### src/inc/latch_pkg.sv
package latch_pkg;
    // ------------------------------------------------------------
    // Bus geometry
    // ------------------------------------------------------------
    localparam int DATA_W = 32;
    localparam int IDX_W = 3;
    localparam int ADDR_W_DEF = 8;
    localparam int COUNT_W_DEF = 24;

    // ------------------------------------------------------------
    // Register indices (byte address is four times the index)
    // ------------------------------------------------------------
    localparam logic [IDX_W-1:0] REG_COUNT_IDX = 3'h0;
    localparam logic [IDX_W-1:0] REG_LATCH_IDX = 3'h1;
    localparam logic [IDX_W-1:0] REG_MASK_IDX = 3'h2;
    localparam logic [IDX_W-1:0] REG_CTRL_IDX = 3'h6;
    localparam logic [IDX_W-1:0] REG_STAT_IDX = 3'h7;

    // ------------------------------------------------------------
    // Interrupt sources and conditioned inputs
    // ------------------------------------------------------------
    localparam int NUM_SRC = 5;
    localparam int NUM_IN = 6;
    localparam int SRC_TIMER = 0;
    localparam int SRC_LATCH = 1;
    localparam int SRC_STOP = 2;
    localparam int SRC_MARK = 3;
    localparam int SRC_CMP = 4;
    localparam int IN_CLEAR = 5;
    localparam logic [NUM_SRC-1:0] TIMER_ONLY = 5'h01;

    // ------------------------------------------------------------
    // Control register fields and reset values
    // ------------------------------------------------------------
    localparam int CTRL_TIMER_BIT = 0;
    localparam int CTRL_LATCH_POL = 12;
    localparam int CTRL_STOP_POL = 13;
    localparam int CTRL_CLEAR_POL = 14;
    localparam logic [NUM_SRC-1:0] MASK_RST = 5'h00;
    localparam logic [NUM_SRC-1:0] STAT_RST = 5'h00;

    // ------------------------------------------------------------
    // Bus responses
    // ------------------------------------------------------------
    localparam logic [1:0] RESP_OKAY = 2'h0;
    localparam logic [1:0] RESP_SLVERR = 2'h2;
    localparam logic [1:0] RESP_DECERR = 2'h3;
endpackage

### src/inc/reg_bus_if.sv
`timescale 1ns/1ps
interface reg_bus_if;
    import latch_pkg::*;
    logic wrReq;
    logic wrHit;
    logic [IDX_W-1:0] wrIdx;
    logic [DATA_W-1:0] wrData;
    logic [3:0] wrStrb;
    logic [1:0] wrResp;
    logic rdReq;
    logic rdHit;
    logic [IDX_W-1:0] rdIdx;
    logic [DATA_W-1:0] rdData;

    modport front (
        output wrReq, wrHit, wrIdx, wrData, wrStrb, rdReq, rdHit, rdIdx,
        input wrResp, rdData
    );
    modport core (
        input wrReq, wrHit, wrIdx, wrData, wrStrb, rdReq, rdHit, rdIdx,
        output wrResp, rdData
    );
endinterface

### src/core/event_sync.sv
`timescale 1ns/1ps
module event_sync #(
    parameter int N = 6
) (
    input wire logic ref_clk,
    input wire logic rstn,
    input wire logic ce,
    input wire logic [N-1:0] rawIn,
    input wire logic [N-1:0] activeLow,
    output logic [N-1:0] pulse
);
    // ------------------------------------------------------------
    // Two-stage capture, polarity, edge per input
    // ------------------------------------------------------------
    genvar i;
    generate
        for (i = 0; i < N; i++) begin : g_ch
            logic meta_r;
            logic sync_r;
            logic lvl_r;
            logic prev_r;
            always_ff @(posedge ref_clk) begin
                if (!rstn) begin
                    meta_r <= 1'b0;
                    sync_r <= 1'b0;
                    lvl_r <= 1'b0;
                    prev_r <= 1'b0;
                end else if (ce) begin
                    meta_r <= rawIn[i];
                    sync_r <= meta_r;
                    lvl_r <= sync_r ^ activeLow[i];
                    prev_r <= lvl_r;
                end
            end
            // Flipping polarity while idle yields one edge
            assign pulse[i] = lvl_r & ~prev_r;
        end
    endgenerate
endmodule

### src/core/axil_front.sv
`timescale 1ns/1ps
module axil_front
    import latch_pkg::*;
#(
    parameter int ADDR_W = ADDR_W_DEF
) (
    input wire logic ref_clk,
    input wire logic rstn,
    input wire logic ce,
    input wire logic [ADDR_W-1:0] awaddr,
    input wire logic awvalid,
    output logic awready,
    input wire logic [DATA_W-1:0] wdata,
    input wire logic [3:0] wstrb,
    input wire logic wvalid,
    output logic wready,
    output logic [1:0] bresp,
    output logic bvalid,
    input wire logic bready,
    input wire logic [ADDR_W-1:0] araddr,
    input wire logic arvalid,
    output logic arready,
    output logic [DATA_W-1:0] rdata,
    output logic [1:0] rresp,
    output logic rvalid,
    input wire logic rready,
    reg_bus_if.front bus
);
    logic awHeld_r;
    logic wHeld_r;
    logic [ADDR_W-1:0] wAddr_r;
    logic [DATA_W-1:0] wData_r;
    logic [3:0] wStrb_r;

    // ------------------------------------------------------------
    // Handshakes and decode
    // ------------------------------------------------------------
    // No address or write-data handshake completes while the clock enable holds state frozen
    assign awready = ce && !awHeld_r && !bvalid;
    assign wready = ce && !wHeld_r && !bvalid;
    assign arready = ce && !rvalid;
    assign bus.wrReq = awHeld_r && wHeld_r && !bvalid;
    assign bus.wrIdx = wAddr_r[IDX_W+1:2];
    assign bus.wrHit = (wAddr_r[ADDR_W-1:IDX_W+2] == '0);
    assign bus.wrData = wData_r;
    assign bus.wrStrb = wStrb_r;
    assign bus.rdReq = arvalid && arready;
    assign bus.rdIdx = araddr[IDX_W+1:2];
    assign bus.rdHit = (araddr[ADDR_W-1:IDX_W+2] == '0);

    // ------------------------------------------------------------
    // Write path: address and data in either order
    // ------------------------------------------------------------
    always_ff @(posedge ref_clk) begin
        if (!rstn) begin
            awHeld_r <= 1'b0;
            wHeld_r <= 1'b0;
            wAddr_r <= '0;
            wData_r <= 32'h0000_0000;
            wStrb_r <= 4'h0;
            bvalid <= 1'b0;
            bresp <= RESP_OKAY;
        end else if (ce) begin
            if (awvalid && awready) begin
                awHeld_r <= 1'b1;
                wAddr_r <= awaddr;
            end
            if (wvalid && wready) begin
                wHeld_r <= 1'b1;
                wData_r <= wdata;
                wStrb_r <= wstrb;
            end
            if (bvalid && bready) begin
                bvalid <= 1'b0;
            end
            if (bus.wrReq) begin
                awHeld_r <= 1'b0;
                wHeld_r <= 1'b0;
                bvalid <= 1'b1;
                bresp <= bus.wrHit ? bus.wrResp : RESP_DECERR;
            end
        end
    end

    // ------------------------------------------------------------
    // Read path
    // ------------------------------------------------------------
    always_ff @(posedge ref_clk) begin
        if (!rstn) begin
            rvalid <= 1'b0;
            rdata <= 32'h0000_0000;
            rresp <= RESP_OKAY;
        end else if (ce) begin
            if (rvalid && rready) begin
                rvalid <= 1'b0;
            end
            if (bus.rdReq) begin
                rvalid <= 1'b1;
                rdata <= bus.rdHit ? bus.rdData : 32'h0000_0000;
                rresp <= bus.rdHit ? RESP_OKAY : RESP_DECERR;
            end
        end
    end
endmodule

### src/core/counter_interrupt_latch.sv
`timescale 1ns/1ps
// Behaviour
// - Five sources may interrupt: timer, latch, stop, marker-origin, compare.
// - Timer interrupt mode excludes every other source, and vice versa.
// - Every event input passes three register stages before use.
// - An event sets its status bit, held until software clears it.
// - While a status bit is set, further events of that source are ignored.
// - Registers zero and one hold counter values and are readable.
// - Writes to registers zero and one get a bus error response.
// - Latch, stop and clear inputs each have a polarity bit in register six.
// - Only register positions zero to seven answer; others are not this module.
module counter_interrupt_latch
    import latch_pkg::*;
#(
    parameter int ADDR_W = ADDR_W_DEF,
    parameter int COUNT_W = COUNT_W_DEF
) (
    input wire logic ref_clk,
    input wire logic rstn,
    input wire logic ce,
    input wire logic [ADDR_W-1:0] awaddr,
    input wire logic awvalid,
    output logic awready,
    input wire logic [DATA_W-1:0] wdata,
    input wire logic [3:0] wstrb,
    input wire logic wvalid,
    output logic wready,
    output logic [1:0] bresp,
    output logic bvalid,
    input wire logic bready,
    input wire logic [ADDR_W-1:0] araddr,
    input wire logic arvalid,
    output logic arready,
    output logic [DATA_W-1:0] rdata,
    output logic [1:0] rresp,
    output logic rvalid,
    input wire logic rready,
    input wire logic timerExpire,
    input wire logic latchIn,
    input wire logic stopIn,
    input wire logic markerIn,
    input wire logic originIn,
    input wire logic compareEq,
    input wire logic clearIn,
    input wire logic [COUNT_W-1:0] countValue,
    input wire logic [COUNT_W-1:0] latchValue,
    output logic irq,
    output logic counterClear
);
    reg_bus_if bus ();

    logic [NUM_SRC-1:0] mask_r;
    logic timerMode_r;
    logic latchPol_r;
    logic stopPol_r;
    logic clearPol_r;
    logic [NUM_SRC-1:0] status_r;
    logic [NUM_SRC-1:0] status_nxt;
    logic irq_r;
    logic counterClear_r;

    logic [NUM_IN-1:0] rawIn;
    logic [NUM_IN-1:0] activeLow;
    logic [NUM_IN-1:0] pulse;
    logic [NUM_SRC-1:0] evPulse;
    logic [NUM_SRC-1:0] arm;
    logic [NUM_SRC-1:0] setMask;
    logic [NUM_SRC-1:0] clrMask;
    logic wrAny;
    logic wrMask;
    logic wrCtrl0;
    logic wrCtrl1;
    logic wrStat;
    logic wrCounter;

    // ------------------------------------------------------------
    // Bus front end
    // ------------------------------------------------------------
    axil_front #(
        .ADDR_W(ADDR_W)
    ) u_front (
        .ref_clk(ref_clk),
        .rstn(rstn),
        .ce(ce),
        .awaddr(awaddr),
        .awvalid(awvalid),
        .awready(awready),
        .wdata(wdata),
        .wstrb(wstrb),
        .wvalid(wvalid),
        .wready(wready),
        .bresp(bresp),
        .bvalid(bvalid),
        .bready(bready),
        .araddr(araddr),
        .arvalid(arvalid),
        .arready(arready),
        .rdata(rdata),
        .rresp(rresp),
        .rvalid(rvalid),
        .rready(rready),
        .bus(bus.front)
    );

    // ------------------------------------------------------------
    // Input conditioning
    // ------------------------------------------------------------
    assign rawIn[SRC_TIMER] = timerExpire;
    assign rawIn[SRC_LATCH] = latchIn;
    assign rawIn[SRC_STOP] = stopIn;
    assign rawIn[SRC_MARK] = markerIn & originIn;
    assign rawIn[SRC_CMP] = compareEq;
    assign rawIn[IN_CLEAR] = clearIn;

    assign activeLow[SRC_TIMER] = 1'b0;
    assign activeLow[SRC_LATCH] = latchPol_r;
    assign activeLow[SRC_STOP] = stopPol_r;
    assign activeLow[SRC_MARK] = 1'b0;
    assign activeLow[SRC_CMP] = 1'b0;
    assign activeLow[IN_CLEAR] = clearPol_r;

    event_sync #(
        .N(NUM_IN)
    ) u_sync (
        .ref_clk(ref_clk),
        .rstn(rstn),
        .ce(ce),
        .rawIn(rawIn),
        .activeLow(activeLow),
        .pulse(pulse)
    );

    assign evPulse = pulse[NUM_SRC-1:0];

    // ------------------------------------------------------------
    // Write decode
    // ------------------------------------------------------------
    assign wrAny = bus.wrReq && bus.wrHit;
    assign wrCounter = wrAny &&
        (bus.wrIdx == REG_COUNT_IDX || bus.wrIdx == REG_LATCH_IDX);
    assign wrMask = wrAny && bus.wrIdx == REG_MASK_IDX && bus.wrStrb[0];
    assign wrCtrl0 = wrAny && bus.wrIdx == REG_CTRL_IDX && bus.wrStrb[0];
    assign wrCtrl1 = wrAny && bus.wrIdx == REG_CTRL_IDX && bus.wrStrb[1];
    assign wrStat = wrAny && bus.wrIdx == REG_STAT_IDX && bus.wrStrb[0];
    assign clrMask = wrStat ? bus.wrData[NUM_SRC-1:0] : '0;

    // Counter registers refuse writes
    assign bus.wrResp = wrCounter ? RESP_SLVERR : RESP_OKAY;

    // ------------------------------------------------------------
    // Read mux
    // ------------------------------------------------------------
    always_comb begin
        bus.rdData = 32'h0000_0000;
        case (bus.rdIdx)
            REG_COUNT_IDX: bus.rdData[COUNT_W-1:0] = countValue;
            REG_LATCH_IDX: bus.rdData[COUNT_W-1:0] = latchValue;
            REG_MASK_IDX: bus.rdData[NUM_SRC-1:0] = mask_r;
            REG_CTRL_IDX: begin
                bus.rdData[CTRL_TIMER_BIT] = timerMode_r;
                bus.rdData[CTRL_LATCH_POL] = latchPol_r;
                bus.rdData[CTRL_STOP_POL] = stopPol_r;
                bus.rdData[CTRL_CLEAR_POL] = clearPol_r;
            end
            REG_STAT_IDX: bus.rdData[NUM_SRC-1:0] = status_r;
            default: bus.rdData = 32'h0000_0000;
        endcase
    end

    // ------------------------------------------------------------
    // Mask and control registers
    // ------------------------------------------------------------
    always_ff @(posedge ref_clk) begin
        if (!rstn) begin
            mask_r <= MASK_RST;
        end else if (ce && wrMask) begin
            mask_r <= bus.wrData[NUM_SRC-1:0];
        end
    end

    always_ff @(posedge ref_clk) begin
        if (!rstn) begin
            timerMode_r <= 1'b0;
            latchPol_r <= 1'b0;
            stopPol_r <= 1'b0;
            clearPol_r <= 1'b0;
        end else if (ce) begin
            if (wrCtrl0) begin
                timerMode_r <= bus.wrData[CTRL_TIMER_BIT];
            end
            if (wrCtrl1) begin
                latchPol_r <= bus.wrData[CTRL_LATCH_POL];
                stopPol_r <= bus.wrData[CTRL_STOP_POL];
                clearPol_r <= bus.wrData[CTRL_CLEAR_POL];
            end
        end
    end

    // ------------------------------------------------------------
    // Sticky status with write-one-to-clear
    // ------------------------------------------------------------
    // Timer mode arms only the timer; otherwise every other source
    assign arm = timerMode_r ? TIMER_ONLY : ~TIMER_ONLY;
    assign setMask = evPulse & arm & (~status_r | clrMask);
    // Set wins over a clear in the same cycle
    assign status_nxt = (status_r & ~clrMask) | setMask;

    always_ff @(posedge ref_clk) begin
        if (!rstn) begin
            status_r <= STAT_RST;
        end else if (ce) begin
            status_r <= status_nxt;
        end
    end

    // ------------------------------------------------------------
    // Interrupt and counter clear outputs
    // ------------------------------------------------------------
    always_ff @(posedge ref_clk) begin
        if (!rstn) begin
            irq_r <= 1'b0;
        end else if (ce) begin
            irq_r <= |(status_nxt & mask_r & arm);
        end
    end

    always_ff @(posedge ref_clk) begin
        if (!rstn) begin
            counterClear_r <= 1'b0;
        end else if (ce) begin
            counterClear_r <= pulse[IN_CLEAR];
        end
    end

    assign irq = irq_r;
    assign counterClear = counterClear_r;

    // ------------------------------------------------------------
    // Assertions
    // ------------------------------------------------------------
    a_status_hold: assert property (
        @(posedge ref_clk) disable iff (!rstn)
        (ce && clrMask == '0) |=> ((status_r & $past(status_r)) == $past(status_r))
    ) else $error("status bit dropped without a clear");

    a_timer_exclusive: assert property (
        @(posedge ref_clk) disable iff (!rstn)
        (ce && timerMode_r)
            |=> ((status_r & ~$past(status_r) & ~TIMER_ONLY) == '0)
    ) else $error("non-timer status set in timer mode");

    a_timer_off: assert property (
        @(posedge ref_clk) disable iff (!rstn)
        (ce && !timerMode_r && !status_r[SRC_TIMER]) |=> !status_r[SRC_TIMER]
    ) else $error("timer status set outside timer mode");

    a_set_has_cause: assert property (
        @(posedge ref_clk) disable iff (!rstn)
        ce |=> ((status_r & ~$past(status_r) & ~$past(evPulse)) == '0)
    ) else $error("status set without a conditioned event");

    a_ignore_repeat: assert property (
        @(posedge ref_clk) disable iff (!rstn)
        (ce && clrMask == '0 && (evPulse & status_r) != '0
            && (evPulse & arm & ~status_r) == '0) |=> $stable(status_r)
    ) else $error("repeat event changed a set status");

    a_rearm_capture: assert property (
        @(posedge ref_clk) disable iff (!rstn)
        ce |=> ((status_r & $past(evPulse & arm)) == $past(evPulse & arm))
    ) else $error("armed event not captured");

    a_counter_read: assert property (
        @(posedge ref_clk) disable iff (!rstn)
        (ce && bus.rdReq && bus.rdHit && bus.rdIdx == REG_COUNT_IDX)
            |=> (rvalid && rresp == RESP_OKAY
                && rdata[COUNT_W-1:0] == $past(countValue))
    ) else $error("counter read answered wrongly");

    a_ro_write_err: assert property (
        @(posedge ref_clk) disable iff (!rstn)
        (ce && wrCounter) |=> (bvalid && bresp == RESP_SLVERR)
    ) else $error("counter write not refused");

    a_range_decode: assert property (
        @(posedge ref_clk) disable iff (!rstn)
        (ce && bus.wrReq && !bus.wrHit) |=> (bvalid && bresp == RESP_DECERR)
    ) else $error("out of range write not decode error");

    a_pol_clear: assert property (
        @(posedge ref_clk) disable iff (!rstn)
        (ce && pulse[IN_CLEAR]) |=> counterClear
    ) else $error("clear input did not reach output");
endmodule

### config.mk
export PLATFORM = sky130hd
export DESIGN_NAME = counter_interrupt_latch
export DESIGN_NICKNAME = d
export VERILOG_FILES = /design/src/inc/latch_pkg.sv /design/src/inc/reg_bus_if.sv /design/src/core/event_sync.sv /design/src/core/axil_front.sv /design/src/core/counter_interrupt_latch.sv
export SDC_FILE = /design/constraint.sdc
export NUM_CORES = 1
export LEC_CHECK = 0
export ABC_CLOCK_PERIOD_IN_PS = 2200
export BUFFER_PORTS_ARGS = -buffer_cell sky130_fd_sc_hd__buf_2
export CORE_MARGIN = 2
export CORE_UTILIZATION = 49
export DETAILED_ROUTE_END_ITERATION = 6
export GPL_ROUTABILITY_DRIVEN = 0
export PLACE_DENSITY = 0.79
export RECOVER_POWER = 50
export SYNTH_ARGS = -nofsm -noshare
export SYNTH_HDL_FRONTEND = slang
export SYNTH_SLANG_ARGS = --single-unit
### constraint.sdc
create_clock -name ref_clk -period 2.2 [get_ports ref_clk]
set_input_delay 0.11 -clock ref_clk [delete_from_list [all_inputs] [get_ports ref_clk]]
set_output_delay 0.11 -clock ref_clk [all_outputs]
set_load 0.03 [all_outputs]
==> impl_metrics.toml, run 1 <==
[route]
wl_per_cell_um = 14.1
detail_route.iter0.violations = 100
vias = 3281
viasPerCell = 5.13
ant_nets = 0
drc_errors = 0
wl_um = 8980
drt-pass1-iter-count = 4

[logic_synthesis]
syn_inst = 421
yosysTopAreaCell = "dfxtp_1"
ys_seq_elements = 87
seq_area_frac_synth_pct = 43.5
ys_types = 43
syn_avg_cell_area_um2 = 9.51
synth-edff-count = 0
synth-main-ff-cell = "dfxtp_1"
yosys-top-cells-area = "dfxtp_1 43%, mux2i_1 11%, nor2b_1 9.4%, mux2_2 4.5%, a22oi_1 4.3%"
syn_area_um2 = 4010
synthDominantCellAreaShare_pct = 43.5
ys_async_sr_fraction_pct = 0
yosysWarnings = 0

[setup_path]
cp.arrival_ns = 2.27
start_kind = "flop"
worstPathCellList = "or4b_4 -> or3_4 -> nor3b_4 -> mux2i_1 -> nor2b_1"
path_delay_family = "simple AND/OR/NAND/NOR gates"
path_max_fanout = 5
cp.required_ns = 2.44
slowest_stage = "or4b_4"
r2r_slack_ns = 0.17
cp_num_buf_inv = 0
rr_worst_depth = 5
path_class = "flop to flop"
max_stage_delay_ns = 0.56
r2r_start = "u_front.wAddr_r[5]"
r2r_end = "mask_r[4]"
crit_path_end_kind = "flop"

[pwr]
p_int_uw = 2360
p_sw_uw = 747
p_clk_share_pct = 35.7
total_power_uw = 3100
irDropWorstVdd_mv = 0.331
power.density_nw_per_um2 = 646
leakage_uw = 0.00193
comb_power_share_pct = 11.3
p_sw_share_pct = 24.1
sequentialPowerShare_pct = 53.0

[min_path]
min_to = "u_front.bus.wrData[14]"
whs_path_depth = 3
hp-start = "wdata[14]"
hp-class = "input port to flop"

[clock_network]
cts-root-buf = "clkbuf_8"
cts_tree = "done"
numClockSinks = 87
numCtsBuffers = 9
cts_max_level = 3
clk_latency_ns = 0.35
path_clk_slew_ns = 0.08
cts_setup_buffers = 0
cts_hold_buf = 0
ctsResizeCount = 0
cts_buffer_depth = 2

[flow_run]
maxCapViolCount = 0

[die]
fp.dieW_um = 94.4
core-area_um2 = 7810
io_pins = 158
die_area_um2 = 8910
row_count = 32
die_height_um = 94.4
start_util_pct = 51.3

[timing]
fmax_mhz = 492
relSlewSlack_pct = 32.3
hold_violations = 0
worst_pin_slew_ns = 1.02
final-max-slew-violation-count = 0
setup_viol = 0
post-route-period-util_pct = 92.4
rsz0062_at_grt = "false"
period_needed_ns = 2.03
fin_skew_ns = 0.0120
fin_tns_setup_ns = 0

[global_routing]
grt_max_degree = 45
grt_pass1_wl_um = 14100
antenna_found_initial = 0
track_usage_pct = 20.3
grt_pass1_vias = 3051
gr-total-overflow = 0

[cells_and_area]
fin_nets = 648
antenna_cells = 0
fillers = 684
seqCellArea_um2 = 1740
postLayoutCoreUtil_pct = 61.6
multiInputGateArea_um2 = 2130
final_layout_size_suffix_gt1_share_pct = 24.4
synthToLayoutAreaGrowth_pct = 20.0

[placed_design]
io_buffer_count = 119
dp_hpwl_um = 6670

[outcome]
status = "complete, no violations"
==> through the flow <==
step	hold WS [ns]	cells	worst slack, ns	cell area [µm²]
5_1_grt	0.0107	639	0.0506	4810
2_1_floorplan	0.255	428	0.249	4030
4_1_cts	0.00367	639	0.141	4850
6_report	0.00735	639	0.168	4810
3_3_place_gp	0.365	624	0.208	4660
3_5_place_dp	0.375	624	0.153	4660
==> placed cells by master (no fill, tap or decap), types with 2 or more instances in the layout <==
master     netlist  layout
dfxtp_1         87      87
buf_2            1      85
nor2b_1         60      60
nand2_1         44      44
mux2i_1         43      43
clkbuf_1        21      35
a22oi_1         23      23
nor2_1          17      17
a21boi_0        17      17
mux2_2          16      16
o21ai_0         11      11
clkbuf_8         0      11
conb_1           1       8
and2_1           8       7
nand2b_1         6       6
buf_4            9       6
a21oi_1          5       5
nand3_1          5       5
nor3b_1          5       5
o211a_1          4       4
nand3b_1         4       4
a22o_1           4       4
xnor2_1          3       3
o2111ai_1        3       3
nand4b_1         2       2
and3b_1          2       2
o21a_1           2       2
clkbuf_2         0       2
==> worst max-delay path by stage <==
stage,start,to,slack (ns),cells past startpoint
finish,u_front.wAddr_r[5],mask_r[4],0.17,5
global route,u_front.wAddr_r[5],mask_r[1],0.05,5
CTS,u_front.wAddr_r[5],mask_r[2],0.14,5
detailed placement,u_front.wAddr_r[5],mask_r[2],0.15,5
global placement,u_front.wAddr_r[5],mask_r[0],0.21,5
floorplan,u_front.bvalid,u_front.wAddr_r[2],0.25,6
==> power by group through the flow <==
stage                     combinational (µW)  sequential [µW]  clock [µW]
after floorplan                          233             1680           0
after global placement                   346             1680           0
after CTS                                356             1640        1120
after global routing                     388             1650        1200
after detailed placement                 354             1680           0
final                                    350             1640        1110
==> layer usage <==
layer / wire length [µm] / GRT usage (%) / vias up
li1: - / - / 1672
met1: 3810 / 24.7 / 1500
met2: 4420 / 36.1 / 105
met3: 707 / 4.15 / 4
met4: 40 / 6.04 / 0
met5: 0 / 0 / -
==> tightest hold or removal path: cells and delay by family <==
kind | cells | cell delay (ns)
compound gates | 1 | 0.06
simple gates | 1 | 0.04
buf+inv | 1 | 0.09
==> logic make-up after synthesis <==
| kind of cell | Yosys count | share of synthesized area, % |
|---|---|---|
| flops | 87 | 43.5 |
| other cells | 1 | 0.0936 |
| buf+inv | 34 | 4.06 |
| compound gates | 72 | 13.1 |
| simple gates | 165 | 23.4 |
| mux | 59 | 15.2 |
| xor+xnor | 3 | 0.656 |
==> cells in the mapped netlist, types with 4 or more instances <==
master	n
nand2_1	44
o21ai_0	11
nand3_1	5
a21boi_0	17
clkbuf_1	21
a21oi_1	5
mux2i_1	43
a22o_1	4
a22oi_1	23
nor3b_1	5
nor2b_1	60
dfxtp_1	87
mux2_2	16
buf_4	9
o211a_1	4
nor2_1	17
and2_1	8
nand3b_1	4
nand2b_1	6
==> area by class of cell <==
type / count / area share [%]
sequential: 87 / 36.2
clock buffer: 12 / 3.23
inverter: 1 / 0.0781
clock inverter: 3 / 0.885
multi-input combinational: 307 / 44.3
tap: 102 / 2.66
timing repair buffer: 127 / 12.7
==> sequential cells by signal, indices dropped and copies added (netlist names), 2 cells and up <==
signal / flops
u_front.rdata: 24
u_front.bus.wrStrb: 2
u_sync.g_ch.prev_r: 6
u_sync.g_ch.meta_r: 6
u_front.bus.wrData: 8
u_front.bresp: 2
mask_r: 5
u_sync.g_ch.sync_r: 6
u_sync.g_ch.lvl_r: 6
u_front.wAddr_r: 6
status_r: 5
Note: power is estimated with default switching activity, not from simulation.
==> run 2, diff against run 1 <==
--- a/config.mk
+++ b/config.mk
@@ -8,11 +8,13 @@
 export ABC_CLOCK_PERIOD_IN_PS = 2200
 export BUFFER_PORTS_ARGS = -buffer_cell sky130_fd_sc_hd__buf_2
 export CORE_MARGIN = 2
-export CORE_UTILIZATION = 49
+export CORE_UTILIZATION = 53
 export DETAILED_ROUTE_END_ITERATION = 6
 export GPL_ROUTABILITY_DRIVEN = 0
-export PLACE_DENSITY = 0.79
+export GPL_TIMING_DRIVEN = 0
+export PLACE_DENSITY = 0.8
 export RECOVER_POWER = 50
 export SYNTH_ARGS = -nofsm -noshare
 export SYNTH_HDL_FRONTEND = slang
+export SYNTH_HIERARCHICAL = 1
 export SYNTH_SLANG_ARGS = --single-unit
==> impl_metrics.toml, run 2 <==
[placed_design]
dp_hpwl_um = 8220
place_ws_ns = 0.342
io_buffer_count = 123
placed_cell_area_um2 = 5420
placedCellCount = 771

[clock_network]
path_clk_slew_ns = 0.10
cts_setup_buffers = 0
cts-root-buf = "clkbuf_8"
cts_tree = "done"
cts_buffer_depth = 2
cts_max_level = 3
numCtsBuffers = 9
clk_latency_ns = 0.37
numClockSinks = 95

[setup_path]
cp.required_ns = 2.46
path_max_fanout = 5
start_kind = "flop"
cp.arrival_ns = 2.16
crit_path_end_kind = "flop"
slowest_stage = "or3_1"
path_class = "flop to flop"
max_stage_delay_ns = 0.43
worstPathCellList = "or3_1 -> inv_1 -> nand3_2 -> nor3_1 -> a21boi_0 -> o21a_1"

[timing]
whs_ns = 0.00606
fin_tns_setup_ns = 0
setup_viol = 0
fin_skew_ns = 0.0107
period_needed_ns = 1.90
worst_pin_slew_ns = 0.878
fmax_mhz = 527
post-route-period-util_pct = 86.2
relSlewSlack_pct = 41.5
final-max-slew-violation-count = 0
layout_setup_ws_ns = 0.303
rsz0062_at_grt = "false"
hold_violations = 0

[die]
fp.dieW_um = 97.4
die_area_um2 = 9490
io_pins = 158
start_util_pct = 53.8
row_count = 34
core-area_um2 = 8590
die_height_um = 97.4

[global_routing]
gr-total-overflow = 0
grt_pass1_wl_um = 18400
antenna_found_initial = 0
grt_max_degree = 21
grt_pass1_vias = 4073
track_usage_pct = 23.3

[pwr]
irDropWorstVdd_mv = 0.355
leakage_uw = 0.00240
power.density_nw_per_um2 = 622

[logic_synthesis]
syn_area_um2 = 4630
yosysWarnings = 6
syn_avg_cell_area_um2 = 8.74
syn_inst = 529

[route]
vias = 4190
drt-pass1-iter-count = 4
viasPerCell = 5.22
wl_um = 11200
detail_route.iter0.violations = 184
drc_errors = 0
ant_nets = 0
wl_per_cell_um = 14.0

[cells_and_area]
final_layout_size_suffix_gt1_share_pct = 20.9
mostFrequentLayoutCell = "buf_2"
largest_reg_flops = 32
mostFrequentLayoutCells = "98 x buf_2, 95 x dfxtp_1, 63 x nand2_1"
antenna_cells = 0
regMostFlops = "u_front/rdata"
final_cell_area_um2 = 5740
fin_nets = 805
synthToLayoutAreaGrowth_pct = 24.0
layout.cells.non_filler = 803
fillers = 795

[outcome]
status = "complete, no violations"

[min_path]
hp-class = "input port to flop"

[flow_run]
maxCapViolCount = 0
[run 2: changes by cell type in the layout (fill, tap and decap cells not counted), moves of 19 or more]
cell	before	now
clkbuf_1	35	54
a22oi_1	23	0
nand2_1	44	63
nor2b_1	60	38
a21boi_1	0	28
nand3_1	5	51
[run 2: layer usage]
layer | routed length, µm | vias to the layer above | track usage, %
met1 | 4830 | 1931 | 27.8
met5 | 0 | - | 0
li1 | - | 2110 | -
met3 | 729 | 17 | 4.60
met4 | 180 | 0 | 9.62
met2 | 5470 | 132 | 41.1
[run 2: timing repair]
item                                   in CTS  in global routing
hold buffers                               16                  0
endpoints found under the hold margin      16                  0
resized for setup                           0                  0
[run 2: path summary, 6_finish.rpt]
| path | from | endpoint | slack, ns | cells past startpoint |
|---|---|---|---|---|
| max reg2reg | u_front/wAddr_r[7] | status_r[3] | 0.30 | 6 |
| max | u_front/wAddr_r[7] | status_r[3] | 0.30 | 6 |
| min | timerExpire | u_sync/g_ch[0].meta_r | 0.006 | 3 |
| min reg2reg | u_front/rdata[7] | u_front/rdata[7] | 0.45 | 2 |
[run 2: final cells by class]
class / count / area (µm²) / area share (%)
buffer: 53 / 330 / 5.76
clock buffer: 9 / 124 / 2.16
tap: 108 / 135 / 2.36
sequential: 95 / 1900 / 33.2
inverter: 4 / 15.0 / 0.262
clock inverter: 7 / 101 / 1.77
timing repair buffer: 139 / 726 / 12.7
multi-input combinational: 388 / 2400 / 41.9
[run 2: power by group]
| part | total, µW | leakage, µW | internal, µW | switching, µW |
|---|---|---|---|---|
| sequential | 1800 | 0.000772 | 1770 | 34.7 |
| combinational | 474 | 0.00152 | 228 | 246 |
| clock | 1290 | 0.000107 | 652 | 640 |
| total | 3570 | 0.00240 | 2650 | 920 |
[run 2: worst max-delay path, delay by kind of cell (launching register included)]
| kind | cells | cell delay [ns] |
|---|---|---|
| AND/OR/NAND/NOR | 3 | 1.00 |
| AO/OA/AOI/OAI | 2 | 0.36 |
| flip-flops | 1 | 0.32 |
| buffers and inverters | 1 | 0.12 |
[run 2: per-stage QoR]
step	utilization (%)	power, µW
global route	66.7	3710
detailed placement	63.0	2300
CTS	67.5	3600
finish	66.7	3570
floorplan	-	2140
global placement	63.0	2280
